**src/lesar_pkg.sv**
```systemverilog
// Purpose: constants and carrier types for the link enhancement / subsystem alias registers
// Assumes: 32-bit configuration dword access with byte enables
// Notes: link enhancement offset has no printed value here and is a fixed package localparam
package lesar_pkg;
  localparam logic [11:0] lesar_ofs_subsys = 12'h0f8;
  localparam logic [11:0] lesar_ofs_link_enh = 12'h0f4;
  localparam int lesar_bit_mpeg = 10;
  localparam int lesar_bit_dv = 8;
  localparam int lesar_bit_prio = 7;
  localparam int lesar_bit_rsvd2 = 2;
  localparam int lesar_bit_accel = 1;
  localparam logic [31:0] lesar_enh_wmask = 32'h0000_0586;
  localparam logic [31:0] lesar_enh_reset = 32'h0000_0000;
  localparam logic [31:0] lesar_subsys_reset = 32'h0000_0000;
  localparam logic [7:0] lesar_fmt_mpeg = 8'h20;
  localparam logic [7:0] lesar_fmt_dv = 8'h00;

  // configuration cycle request
  typedef struct packed {
    logic wr;
    logic rd;
    logic [11:0] addr;
    logic [3:0] be;
    logic [31:0] wdata;
  } lesar_cfg_req_t;

  // enhancement controls that steer the link
  typedef struct packed {
    logic mpeg_stamp_boost_on;
    logic dv_stamp_boost_on;
    logic prio_req_on;
    logic accel_on;
    logic rsvd2;
  } lesar_enh_t;
endpackage

```
**src/lesar_reg32.sv**
```systemverilog
// Purpose: one 32-bit register with byte-lane write and write mask
// Assumes: reset is the synchronous fundamental reset only
// Notes: read data comes straight from the register
`timescale 1ns/1ps
module lesar_reg32 import lesar_pkg::*; #(
  parameter logic [31:0] reset_value = 32'h0000_0000,
  parameter logic [31:0] wmask = 32'hffff_ffff
) (
  // clock and reset
  input wire logic clk,
  input wire logic rst_n,
  // write side
  input wire logic we,
  input wire logic [3:0] be,
  input wire logic [31:0] wdata,
  // value
  output logic [31:0] q
);
  logic [31:0] next_q;
  logic [31:0] lane;

  // per-byte merge of masked write bits
  always_comb begin
    lane = {{8{be[3]}}, {8{be[2]}}, {8{be[1]}}, {8{be[0]}}} & wmask;
    next_q = q;
    if (we) begin
      next_q = (q & ~lane) | (wdata & lane);
    end
  end

  always_ff @(posedge clk) begin
    if (!rst_n) begin
      q <= reset_value;
    end else begin
      q <= next_q;
    end
  end
endmodule // lesar_reg32

```
**src/lesar_regs.sv**
```systemverilog
// Purpose: link enhancement control low half and subsystem access alias registers
// Assumes: configuration requests synchronous to clk, one cycle each
// Notes: both registers cleared only by the fundamental reset
//
// Overview of operation
// bit 10 set enables timestamp enhancement for MPEG transmit streams, format 20h
// bit 8 set enables timestamp enhancement for DV transmit streams, format 00h
// bit 7 set makes the link answer asynchronous requests with priority arbitration
// bit 1 set tells the PHY the link supports acceleration enhancements
// software keeps writable reserved bit 2 at zero
// reserved bits 9, 6 to 3 and 0 read as zero
// writable enhancement bits 10, 8, 7, 2, 1 reset to zero
// subsystem access write also updates the function's subsystem ID registers
// subsystem access reads return the last written value
// device alias in bits 31 to 16, vendor alias in bits 15 to 0
// these bits cleared only by fundamental reset, kept through other resets
// fundamental reset asserted when PCIe reset or global reset is asserted
// writes to read-only reserved bits are ignored, bits stay zero
`timescale 1ns/1ps
module lesar_regs import lesar_pkg::*; (
  // clock and resets
  input wire logic clk,
  input wire logic nrst,
  input wire logic pcie_reset_n,
  input wire logic global_reset_n,
  // configuration access
  input wire lesar_cfg_req_t cfg_req,
  output logic [31:0] cfg_rdata,
  output logic cfg_rvalid,
  // transmit stream format for timestamp qualification
  input wire logic [7:0] tx_fmt,
  // controls toward link and PHY
  output lesar_enh_t enh,
  output logic mpeg_stamp_apply,
  output logic dv_stamp_apply,
  // subsystem ID mirror toward the 1394 function
  output logic [15:0] subsystem_device_alias,
  output logic [15:0] subsystem_vendor_alias,
  output logic subsys_update,
  output logic fundamental_reset_n
);
  typedef struct packed {
    logic [31:0] rdata;
    logic rvalid;
    lesar_enh_t enh;
    logic mpeg_apply;
    logic dv_apply;
    logic [31:0] alias_q;
    logic upd;
    logic fundamental_reset_n_n;
  } lesar_state_t;

  lesar_state_t st;
  lesar_state_t next_st;
  logic [31:0] enh_q;
  logic [31:0] sub_q;
  logic hit_enh;
  logic hit_sub;

  assign hit_enh = cfg_req.addr == lesar_ofs_link_enh;
  assign hit_sub = cfg_req.addr == lesar_ofs_subsys;

  // enhancement register, only writable bits stored
  lesar_reg32 #(.reset_value(lesar_enh_reset), .wmask(lesar_enh_wmask)) u_enh (
    .clk(clk),
    .rst_n(fundamental_reset_n),
    .we(cfg_req.wr && hit_enh),
    .be(cfg_req.be),
    .wdata(cfg_req.wdata),
    .q(enh_q)
  );

  // subsystem access register, fully writable
  lesar_reg32 #(.reset_value(lesar_subsys_reset), .wmask(32'hffff_ffff)) u_sub (
    .clk(clk),
    .rst_n(fundamental_reset_n),
    .we(cfg_req.wr && hit_sub),
    .be(cfg_req.be),
    .wdata(cfg_req.wdata),
    .q(sub_q)
  );

  // next state: read mux, decoded controls, alias mirror
  always_comb begin
    next_st = st;
    next_st.fundamental_reset_n_n = pcie_reset_n & global_reset_n;
    next_st.rvalid = cfg_req.rd;
    next_st.rdata = 32'h0000_0000;
    if (cfg_req.rd && hit_enh) begin
      next_st.rdata = enh_q & lesar_enh_wmask;
    end else if (cfg_req.rd && hit_sub) begin
      next_st.rdata = sub_q;
    end
    next_st.enh.mpeg_stamp_boost_on = enh_q[lesar_bit_mpeg];
    next_st.enh.dv_stamp_boost_on = enh_q[lesar_bit_dv];
    next_st.enh.prio_req_on = enh_q[lesar_bit_prio];
    next_st.enh.accel_on = enh_q[lesar_bit_accel];
    next_st.enh.rsvd2 = enh_q[lesar_bit_rsvd2];
    next_st.mpeg_apply = enh_q[lesar_bit_mpeg] && tx_fmt == lesar_fmt_mpeg;
    next_st.dv_apply = enh_q[lesar_bit_dv] && tx_fmt == lesar_fmt_dv;
    next_st.alias_q = sub_q;
    next_st.upd = cfg_req.wr && hit_sub;
  end

  // state register; fundamental reset itself is re-derived every cycle while nrst is high
  always_ff @(posedge clk) begin
    if (!nrst) begin
      st <= '0;
    end else if (!fundamental_reset_n) begin
      st <= '0;
      st.fundamental_reset_n_n <= next_st.fundamental_reset_n_n;
    end else begin
      st <= next_st;
    end
  end

  assign cfg_rdata = st.rdata;
  assign cfg_rvalid = st.rvalid;
  assign enh = st.enh;
  assign mpeg_stamp_apply = st.mpeg_apply;
  assign dv_stamp_apply = st.dv_apply;
  assign subsystem_device_alias = st.alias_q[31:16];
  assign subsystem_vendor_alias = st.alias_q[15:0];
  assign subsys_update = st.upd;
  assign fundamental_reset_n = st.fundamental_reset_n_n;

  // reserved read bits always zero
  rsvd_zero_a: assert property (@(posedge clk) disable iff (!nrst)
    cfg_rvalid |-> (cfg_rdata & ~lesar_enh_wmask) == 32'h0 || $past(hit_sub))
    else $error("reserved enhancement bits read nonzero");
  // fundamental reset follows either reset input
  fundamental_reset_n_follow_a: assert property (@(posedge clk) disable iff (!nrst)
    !$past(pcie_reset_n) || !$past(global_reset_n) |-> !fundamental_reset_n)
    else $error("fundamental reset missed an input reset");
  // write reaches the mirror two cycles later
  alias_mirror_a: assert property (@(posedge clk) disable iff (!nrst || !fundamental_reset_n)
    cfg_req.wr && hit_sub && cfg_req.be == 4'hf ##1 fundamental_reset_n
      |=> {subsystem_device_alias, subsystem_vendor_alias} == $past(cfg_req.wdata, 2))
    else $error("subsystem alias not mirrored");
  // readback of subsystem register
  sub_readback_a: assert property (@(posedge clk) disable iff (!nrst || !fundamental_reset_n)
    cfg_req.rd && hit_sub |=> cfg_rdata == $past(sub_q))
    else $error("subsystem readback wrong");
  // mpeg qualification
  mpeg_apply_a: assert property (@(posedge clk) disable iff (!nrst || !fundamental_reset_n)
    mpeg_stamp_apply |-> $past(enh_q[lesar_bit_mpeg]) && $past(tx_fmt) == lesar_fmt_mpeg)
    else $error("mpeg enhancement applied wrongly");
  // dv qualification
  dv_apply_a: assert property (@(posedge clk) disable iff (!nrst || !fundamental_reset_n)
    $past(nrst) && $past(fundamental_reset_n) && $past(enh_q[lesar_bit_dv])
      && $past(tx_fmt) == lesar_fmt_dv |-> dv_stamp_apply)
    else $error("dv enhancement not applied");
  // enhancement bits clear after fundamental reset
  enh_reset_a: assert property (@(posedge clk) disable iff (!nrst)
    !fundamental_reset_n |=> enh_q == 32'h0)
    else $error("enhancement bits not reset");
  // priority and acceleration follow their bits
  prio_accel_a: assert property (@(posedge clk) disable iff (!nrst || !fundamental_reset_n)
    $past(nrst) && $past(fundamental_reset_n) |-> enh.prio_req_on == $past(enh_q[lesar_bit_prio])
      && enh.accel_on == $past(enh_q[lesar_bit_accel]))
    else $error("priority or acceleration control wrong");

  // every read strobe is answered by a data strobe one cycle later
  rvalid_on_a: assert property (@(posedge clk) disable iff (!nrst || !fundamental_reset_n)
    cfg_req.rd |=> cfg_rvalid)
    else $error("read strobe not answered");

  // no data strobe without a read strobe
  rvalid_off_a: assert property (@(posedge clk) disable iff (!nrst || !fundamental_reset_n)
    !cfg_req.rd |=> !cfg_rvalid)
    else $error("data strobe without a read");

  // enhancement read returns the stored writable bits
  enh_read_a: assert property (@(posedge clk) disable iff (!nrst || !fundamental_reset_n)
    cfg_req.rd && hit_enh |=> cfg_rdata == $past(enh_q))
    else $error("enhancement readback wrong");

  // reads of unmapped offsets return zero
  unmapped_read_a: assert property (@(posedge clk) disable iff (!nrst || !fundamental_reset_n)
    cfg_req.rd && !hit_enh && !hit_sub |=> cfg_rdata == 32'h0)
    else $error("unmapped read nonzero");

  // read-only enhancement bits never get stored
  enh_ro_clear_a: assert property (@(posedge clk) disable iff (!nrst)
    (enh_q & ~lesar_enh_wmask) == 32'h0)
    else $error("read-only enhancement bit stored");

  // enhancement bits hold without a write to them
  enh_hold_a: assert property (@(posedge clk) disable iff (!nrst || !fundamental_reset_n)
    !(cfg_req.wr && hit_enh) |=> enh_q == $past(enh_q))
    else $error("enhancement bits changed without a write");

  // subsystem alias register holds without a write to it
  sub_hold_a: assert property (@(posedge clk) disable iff (!nrst || !fundamental_reset_n)
    !(cfg_req.wr && hit_sub) |=> sub_q == $past(sub_q))
    else $error("subsystem alias changed without a write");

  // full write to the enhancement register keeps only writable bits
  enh_write_a: assert property (@(posedge clk) disable iff (!nrst || !fundamental_reset_n)
    cfg_req.wr && hit_enh && cfg_req.be == 4'hf |=> enh_q == ($past(cfg_req.wdata) & lesar_enh_wmask))
    else $error("enhancement write stored wrongly");

  // a disabled lowest byte lane leaves the low enhancement bits alone
  enh_lane_a: assert property (@(posedge clk) disable iff (!nrst || !fundamental_reset_n)
    cfg_req.wr && hit_enh && !cfg_req.be[0] |=> enh_q[7:0] == $past(enh_q[7:0]))
    else $error("enhancement lane written without enable");

  // full write to the subsystem alias register stores the whole word
  sub_write_a: assert property (@(posedge clk) disable iff (!nrst || !fundamental_reset_n)
    cfg_req.wr && hit_sub && cfg_req.be == 4'hf |=> sub_q == $past(cfg_req.wdata))
    else $error("subsystem alias write stored wrongly");

  // a disabled top lane leaves the upper device alias byte alone
  sub_lane_a: assert property (@(posedge clk) disable iff (!nrst || !fundamental_reset_n)
    cfg_req.wr && hit_sub && !cfg_req.be[3] |=> sub_q[31:24] == $past(sub_q[31:24]))
    else $error("subsystem lane written without enable");

  // a write to the alias register pulses the update strobe
  upd_on_a: assert property (@(posedge clk) disable iff (!nrst || !fundamental_reset_n)
    cfg_req.wr && hit_sub |=> subsys_update)
    else $error("update strobe missing");

  // no update strobe without a write to the alias register
  upd_off_a: assert property (@(posedge clk) disable iff (!nrst || !fundamental_reset_n)
    !(cfg_req.wr && hit_sub) |=> !subsys_update)
    else $error("update strobe without a write");

  // device alias comes from the upper half
  dev_alias_a: assert property (@(posedge clk) disable iff (!nrst || !fundamental_reset_n)
    1'b1 |=> subsystem_device_alias == $past(sub_q[31:16]))
    else $error("device alias not from upper half");

  // vendor alias comes from the lower half
  ven_alias_a: assert property (@(posedge clk) disable iff (!nrst || !fundamental_reset_n)
    1'b1 |=> subsystem_vendor_alias == $past(sub_q[15:0]))
    else $error("vendor alias not from lower half");

  // fundamental reset lifts once both reset inputs are high
  fundamental_reset_n_release_a: assert property (@(posedge clk) disable iff (!nrst)
    pcie_reset_n && global_reset_n |=> fundamental_reset_n)
    else $error("fundamental reset stuck low");

  // link reset input alone asserts fundamental reset
  fundamental_reset_n_pcie_a: assert property (@(posedge clk) disable iff (!nrst)
    !pcie_reset_n |=> !fundamental_reset_n)
    else $error("link reset did not assert fundamental reset");

  // global reset input alone asserts fundamental reset
  fundamental_reset_n_global_a: assert property (@(posedge clk) disable iff (!nrst)
    !global_reset_n |=> !fundamental_reset_n)
    else $error("global reset did not assert fundamental reset");

  // enabled mpeg bit with mpeg format applies the enhancement
  mpeg_on_a: assert property (@(posedge clk) disable iff (!nrst || !fundamental_reset_n)
    enh_q[lesar_bit_mpeg] && tx_fmt == lesar_fmt_mpeg |=> mpeg_stamp_apply)
    else $error("mpeg enhancement not applied");

  // dv enhancement stays off unless enabled and dv format
  dv_off_a: assert property (@(posedge clk) disable iff (!nrst || !fundamental_reset_n)
    !enh_q[lesar_bit_dv] || tx_fmt != lesar_fmt_dv |=> !dv_stamp_apply)
    else $error("dv enhancement applied wrongly");

  // mpeg enable control follows its stored bit
  mpeg_boost_a: assert property (@(posedge clk) disable iff (!nrst || !fundamental_reset_n)
    1'b1 |=> enh.mpeg_stamp_boost_on == $past(enh_q[lesar_bit_mpeg]))
    else $error("mpeg enable control wrong");

  // dv enable control follows its stored bit
  dv_boost_a: assert property (@(posedge clk) disable iff (!nrst || !fundamental_reset_n)
    1'b1 |=> enh.dv_stamp_boost_on == $past(enh_q[lesar_bit_dv]))
    else $error("dv enable control wrong");

  // acceleration notice follows its stored bit
  accel_follow_a: assert property (@(posedge clk) disable iff (!nrst || !fundamental_reset_n)
    1'b1 |=> enh.accel_on == $past(enh_q[lesar_bit_accel]))
    else $error("acceleration control wrong");

  // writable reserved bit is passed on as stored
  rsvd2_follow_a: assert property (@(posedge clk) disable iff (!nrst || !fundamental_reset_n)
    1'b1 |=> enh.rsvd2 == $past(enh_q[lesar_bit_rsvd2]))
    else $error("reserved control bit wrong");

  // fundamental reset clears every enhancement control
  ctrl_clear_a: assert property (@(posedge clk) disable iff (!nrst)
    !fundamental_reset_n |=> enh == '0 && !mpeg_stamp_apply && !dv_stamp_apply)
    else $error("enhancement controls not cleared");

  // fundamental reset clears the alias register and its mirror
  sub_reset_a: assert property (@(posedge clk) disable iff (!nrst)
    !fundamental_reset_n |=> sub_q == 32'h0 && {subsystem_device_alias, subsystem_vendor_alias} == 32'h0)
    else $error("subsystem alias not cleared");

  // no strobes leave the block while fundamental reset is low
  strobe_quiet_a: assert property (@(posedge clk) disable iff (!nrst)
    !fundamental_reset_n |=> !cfg_rvalid && !subsys_update)
    else $error("strobe during fundamental reset");

  // block reset holds fundamental reset and all strobes low
  nrst_clear_a: assert property (@(posedge clk)
    !nrst |=> !fundamental_reset_n && !cfg_rvalid && !subsys_update)
    else $error("block reset did not clear outputs");

  // every read-only enhancement bit is clear in storage and on reads
  for (genvar b = 0; b < 32; b++) begin : g_ro_bit
    if (!lesar_enh_wmask[b]) begin : g_ro
      ro_bit_zero_a: assert property (@(posedge clk) disable iff (!nrst || !fundamental_reset_n)
        cfg_req.rd && hit_enh |=> !cfg_rdata[b] && !enh_q[b])
        else $error("read-only enhancement bit set");
    end
  end
endmodule // lesar_regs

```
**config.mk**
```make
export PLATFORM = sky130hd
export DESIGN_NAME = lesar_regs
export DESIGN_NICKNAME = d
export VERILOG_FILES = /design/src/lesar_pkg.sv /design/src/lesar_reg32.sv /design/src/lesar_regs.sv
export SDC_FILE = /design/constraint.sdc
export NUM_CORES = 1
export LEC_CHECK = 0
export BUFFER_PORTS_ARGS = -buffer_cell sky130_fd_sc_hd__buf_2
export CORE_MARGIN = 2
export CORE_UTILIZATION = 46
export CTS_BUF_LIST = sky130_fd_sc_hd__clkbuf_4 sky130_fd_sc_hd__clkbuf_8
export DETAILED_ROUTE_END_ITERATION = 8
export PLACE_DENSITY = 0.78
export SYNTH_ARGS = -nofsm -noshare
export SYNTH_HDL_FRONTEND = slang
export SYNTH_SLANG_ARGS = --single-unit
```
**constraint.sdc**
```tcl
create_clock -name clk -period 2.3 [get_ports clk]
set_input_delay 0.575 -clock clk [delete_from_list [all_inputs] [get_ports clk]]
set_output_delay 0.575 -clock clk [all_outputs]
set_load 0.01 [all_outputs]
```
==> results_dict.tcl <==
set metrics [dict create \
    crit_path_end_kind "output port" \
    regArea_um2 2230 \
    placement.cell_area_um2 4640 \
    drtIter0Drc 78 \
    criticalPathCategory "flop to output port" \
    maxSlewHeadroom 0.667 \
    powerDensity_nw_per_um2 648 \
    rsz0062_at_grt "false" \
    io_buffers 135 \
    critPathTopFamily "buffers and inverters" \
    async_flop_share 0 \
    routed_wl_mm 8.15 \
    p_seq_frac 0.614 \
    yosysWarningCount 0 \
    period_share 0.814 \
    grt_max_degree 60 \
    htreeDepth 3 \
    r2r-start "fundamental_reset_n" \
    drc 0 \
    nFillCells 717 \
    initial_core_util 0.469 \
    crit_required_ns 1.73 \
    timing.hold.ws_ns 0.442 \
    cts_tree "built" \
    vias 3007 \
    clockPowerShare 0.349 \
    clk_path_buf_depth 2 \
    fin_ws_ns 0.428 \
    dp_hpwl_mm 5.73 \
    dp.cells 604 \
    synthTopCellsByCount "dfxtp_1, nand2_1, and3_1, mux2i_1, inv_1" \
    cts_buffers 9 \
    io_pins 136 \
    syn_nets 440 \
    totalNegativeSetupSlack_ns 0 \
    cts_sinks 111 \
    grt_pass1_wl_mm 12.9 \
    synth_edf_count 0 \
    fin_area_um2 4830 \
    max_freq_ghz 0.534 \
    setup_viol 0 \
    vdd_drop_max_uv 336 \
    synth_flop_cell "dfxtp_1" \
    p_sw_frac 0.220 \
    power_switching_w 0.000687 \
    internal_power_w 0.00244 \
    n_antenna_cell 0 \
    slowest_stage "dfxtp_4" \
    clk_latency_ns 0.36 \
    track_usage 0.185 \
    die_x_um 95.0 \
    cts_resized 0 \
    finalNonFillerCells 620 \
    r2r_slack_ns 0.82 \
    dieArea_um2 9030 \
    critical_path_depth 2 \
    crit_path_start_kind "flop" \
    p_leak_nw 2.20 \
    rr_worst_depth 4 \
    cts-root-buf "clkbuf_8" \
    grt_antenna_before_repair 0 \
    yosysTopAreaCellShare 0.583 \
    synth.avg_cell_area_um2 10.1 \
    ctsHoldBuffers 0 \
    yosysMostFrequentCell "dfxtp_1" \
    multi_input_area_um2 1330 \
    synth-seq-cells 111 \
    syn_inst 378 \
    pwr-share-comb 0.037 \
    core_um2 8130 \
    critical_path_arrival_ns 1.30 \
    die_h_um 95.0 \
    crit_chain "buf_4, buf_2" \
    crit_end "fundamental_reset_n" \
    rows 33 \
    yosys.area.top_type "dfxtp_1" \
    gp_congestion 0.733 \
    synth_cell_type_count 25 \
    ys_seq_area_frac 0.583 \
    tightestPinTransition_ns 0.499 \
    outcome "completed" \
    fin_nets 572 \
    ant_nets 0 \
    r2r-end "cfg_rdata[8]" \
    slew_viol_final 0 \
    cts.clk_slew.worst_paths_ns 0.10 \
    wl_per_cell_um 13.1 \
    netlist_top_cells_area "dfxtp_1, mux2i_1, nand2_1" \
    place_ws_ns 0.0666 \
    min_path_type "input pin to flop" \
    grt-ovfl-total 0 \
    area_growth_pct 26.7 \
    crit_path_max_incr_delay_ns 0.37 \
    post_cts_buffers 0 \
    min_from "tx_fmt[5]" \
    hold_viol 0 \
    layout-drive-gt1-share 0.336 \
    drt-pass1-iter-count 4 \
    synth_area_um2 3810 \
    max_cap_violations 0 \
    cp-startpoint "fundamental_reset_n" \
    skew_ns 0.0119 \
    fin_crit_ns 1.87 \
    grt_pass1_vias 2803 \
    viasPerCell 4.85 \
    path_max_fanout 49 \
    critical_path_buf_inv_count 2 \
]
## placed cells by master, fill, tap and decap left out, types with 2 or more instances in the layout
cell type / n
o32ai_1: 3
nand2_1: 75
nor3_1: 27
clkbuf_8: 11
buf_4: 8
mux2i_1: 37
buf_12: 5
nor4_4: 4
buf_2: 135
nand4_1: 2
o32ai_2: 2
nand4b_1: 6
or4_1: 4
dfxtp_1: 110
inv_1: 32
and3_1: 40
## cell families (layout without fill, tap and decap cells)
| logic type | after synthesis | after routing | share of synthesized area |
|---|---|---|---|
| buf+inv | 59 | 196 | 0.0679 |
| compound gates | 5 | 5 | 0.0154 |
| mux | 37 | 37 | 0.0971 |
| flops | 111 | 111 | 0.583 |
| simple gates | 166 | 166 | 0.237 |
## power by group through the flow
stage	clock network, W	registers, W	logic, W
floorplan	0	0.00197	0.0000478
global placement	0	0.00197	0.000114
detailed placement	0	0.00197	0.000117
CTS	0.00112	0.00192	0.000117
global route	0.00120	0.00192	0.000130
finish	0.00109	0.00192	0.000116
## cell type report
class	count	share of cell area
clock buffer	12	0.0329
clock inverter	4	0.00570
inverter	32	0.0249
multi-input combinational	208	0.276
sequential	111	0.461
tap	105	0.0272
timing repair buffer	148	0.173
## how the worst min path moves through the flow
stage | end | slack [ns] | cells past startpoint
after floorplan | cfg_rdata[0] | 0.43 | 2
after global placement | cfg_rdata[24] | 0.43 | 2
after global routing | mpeg_stamp_apply | 0.43 | 2
after CTS | flop | 0.43 | 3
final | mpeg_stamp_apply | 0.44 | 2
after detailed placement | cfg_rdata[26] | 0.44 | 2
## through the flow
step	utilization	power (W)
after global routing	0.594	0.00325
after detailed placement	0.571	0.00208
after floorplan	-	0.00201
after CTS	0.594	0.00316
final	0.594	0.00313
after global placement	0.571	0.00208
## routing by layer
metal	up-vias	part of all wire	track usage
met5	-	0	0
met4	0	0.012	0.0652
met3	8	0.065	0.0561
met2	92	0.50	0.323
met1	1387	0.42	0.216
li1	1520	-	-
Note: power is estimated with default switching activity, not from simulation.
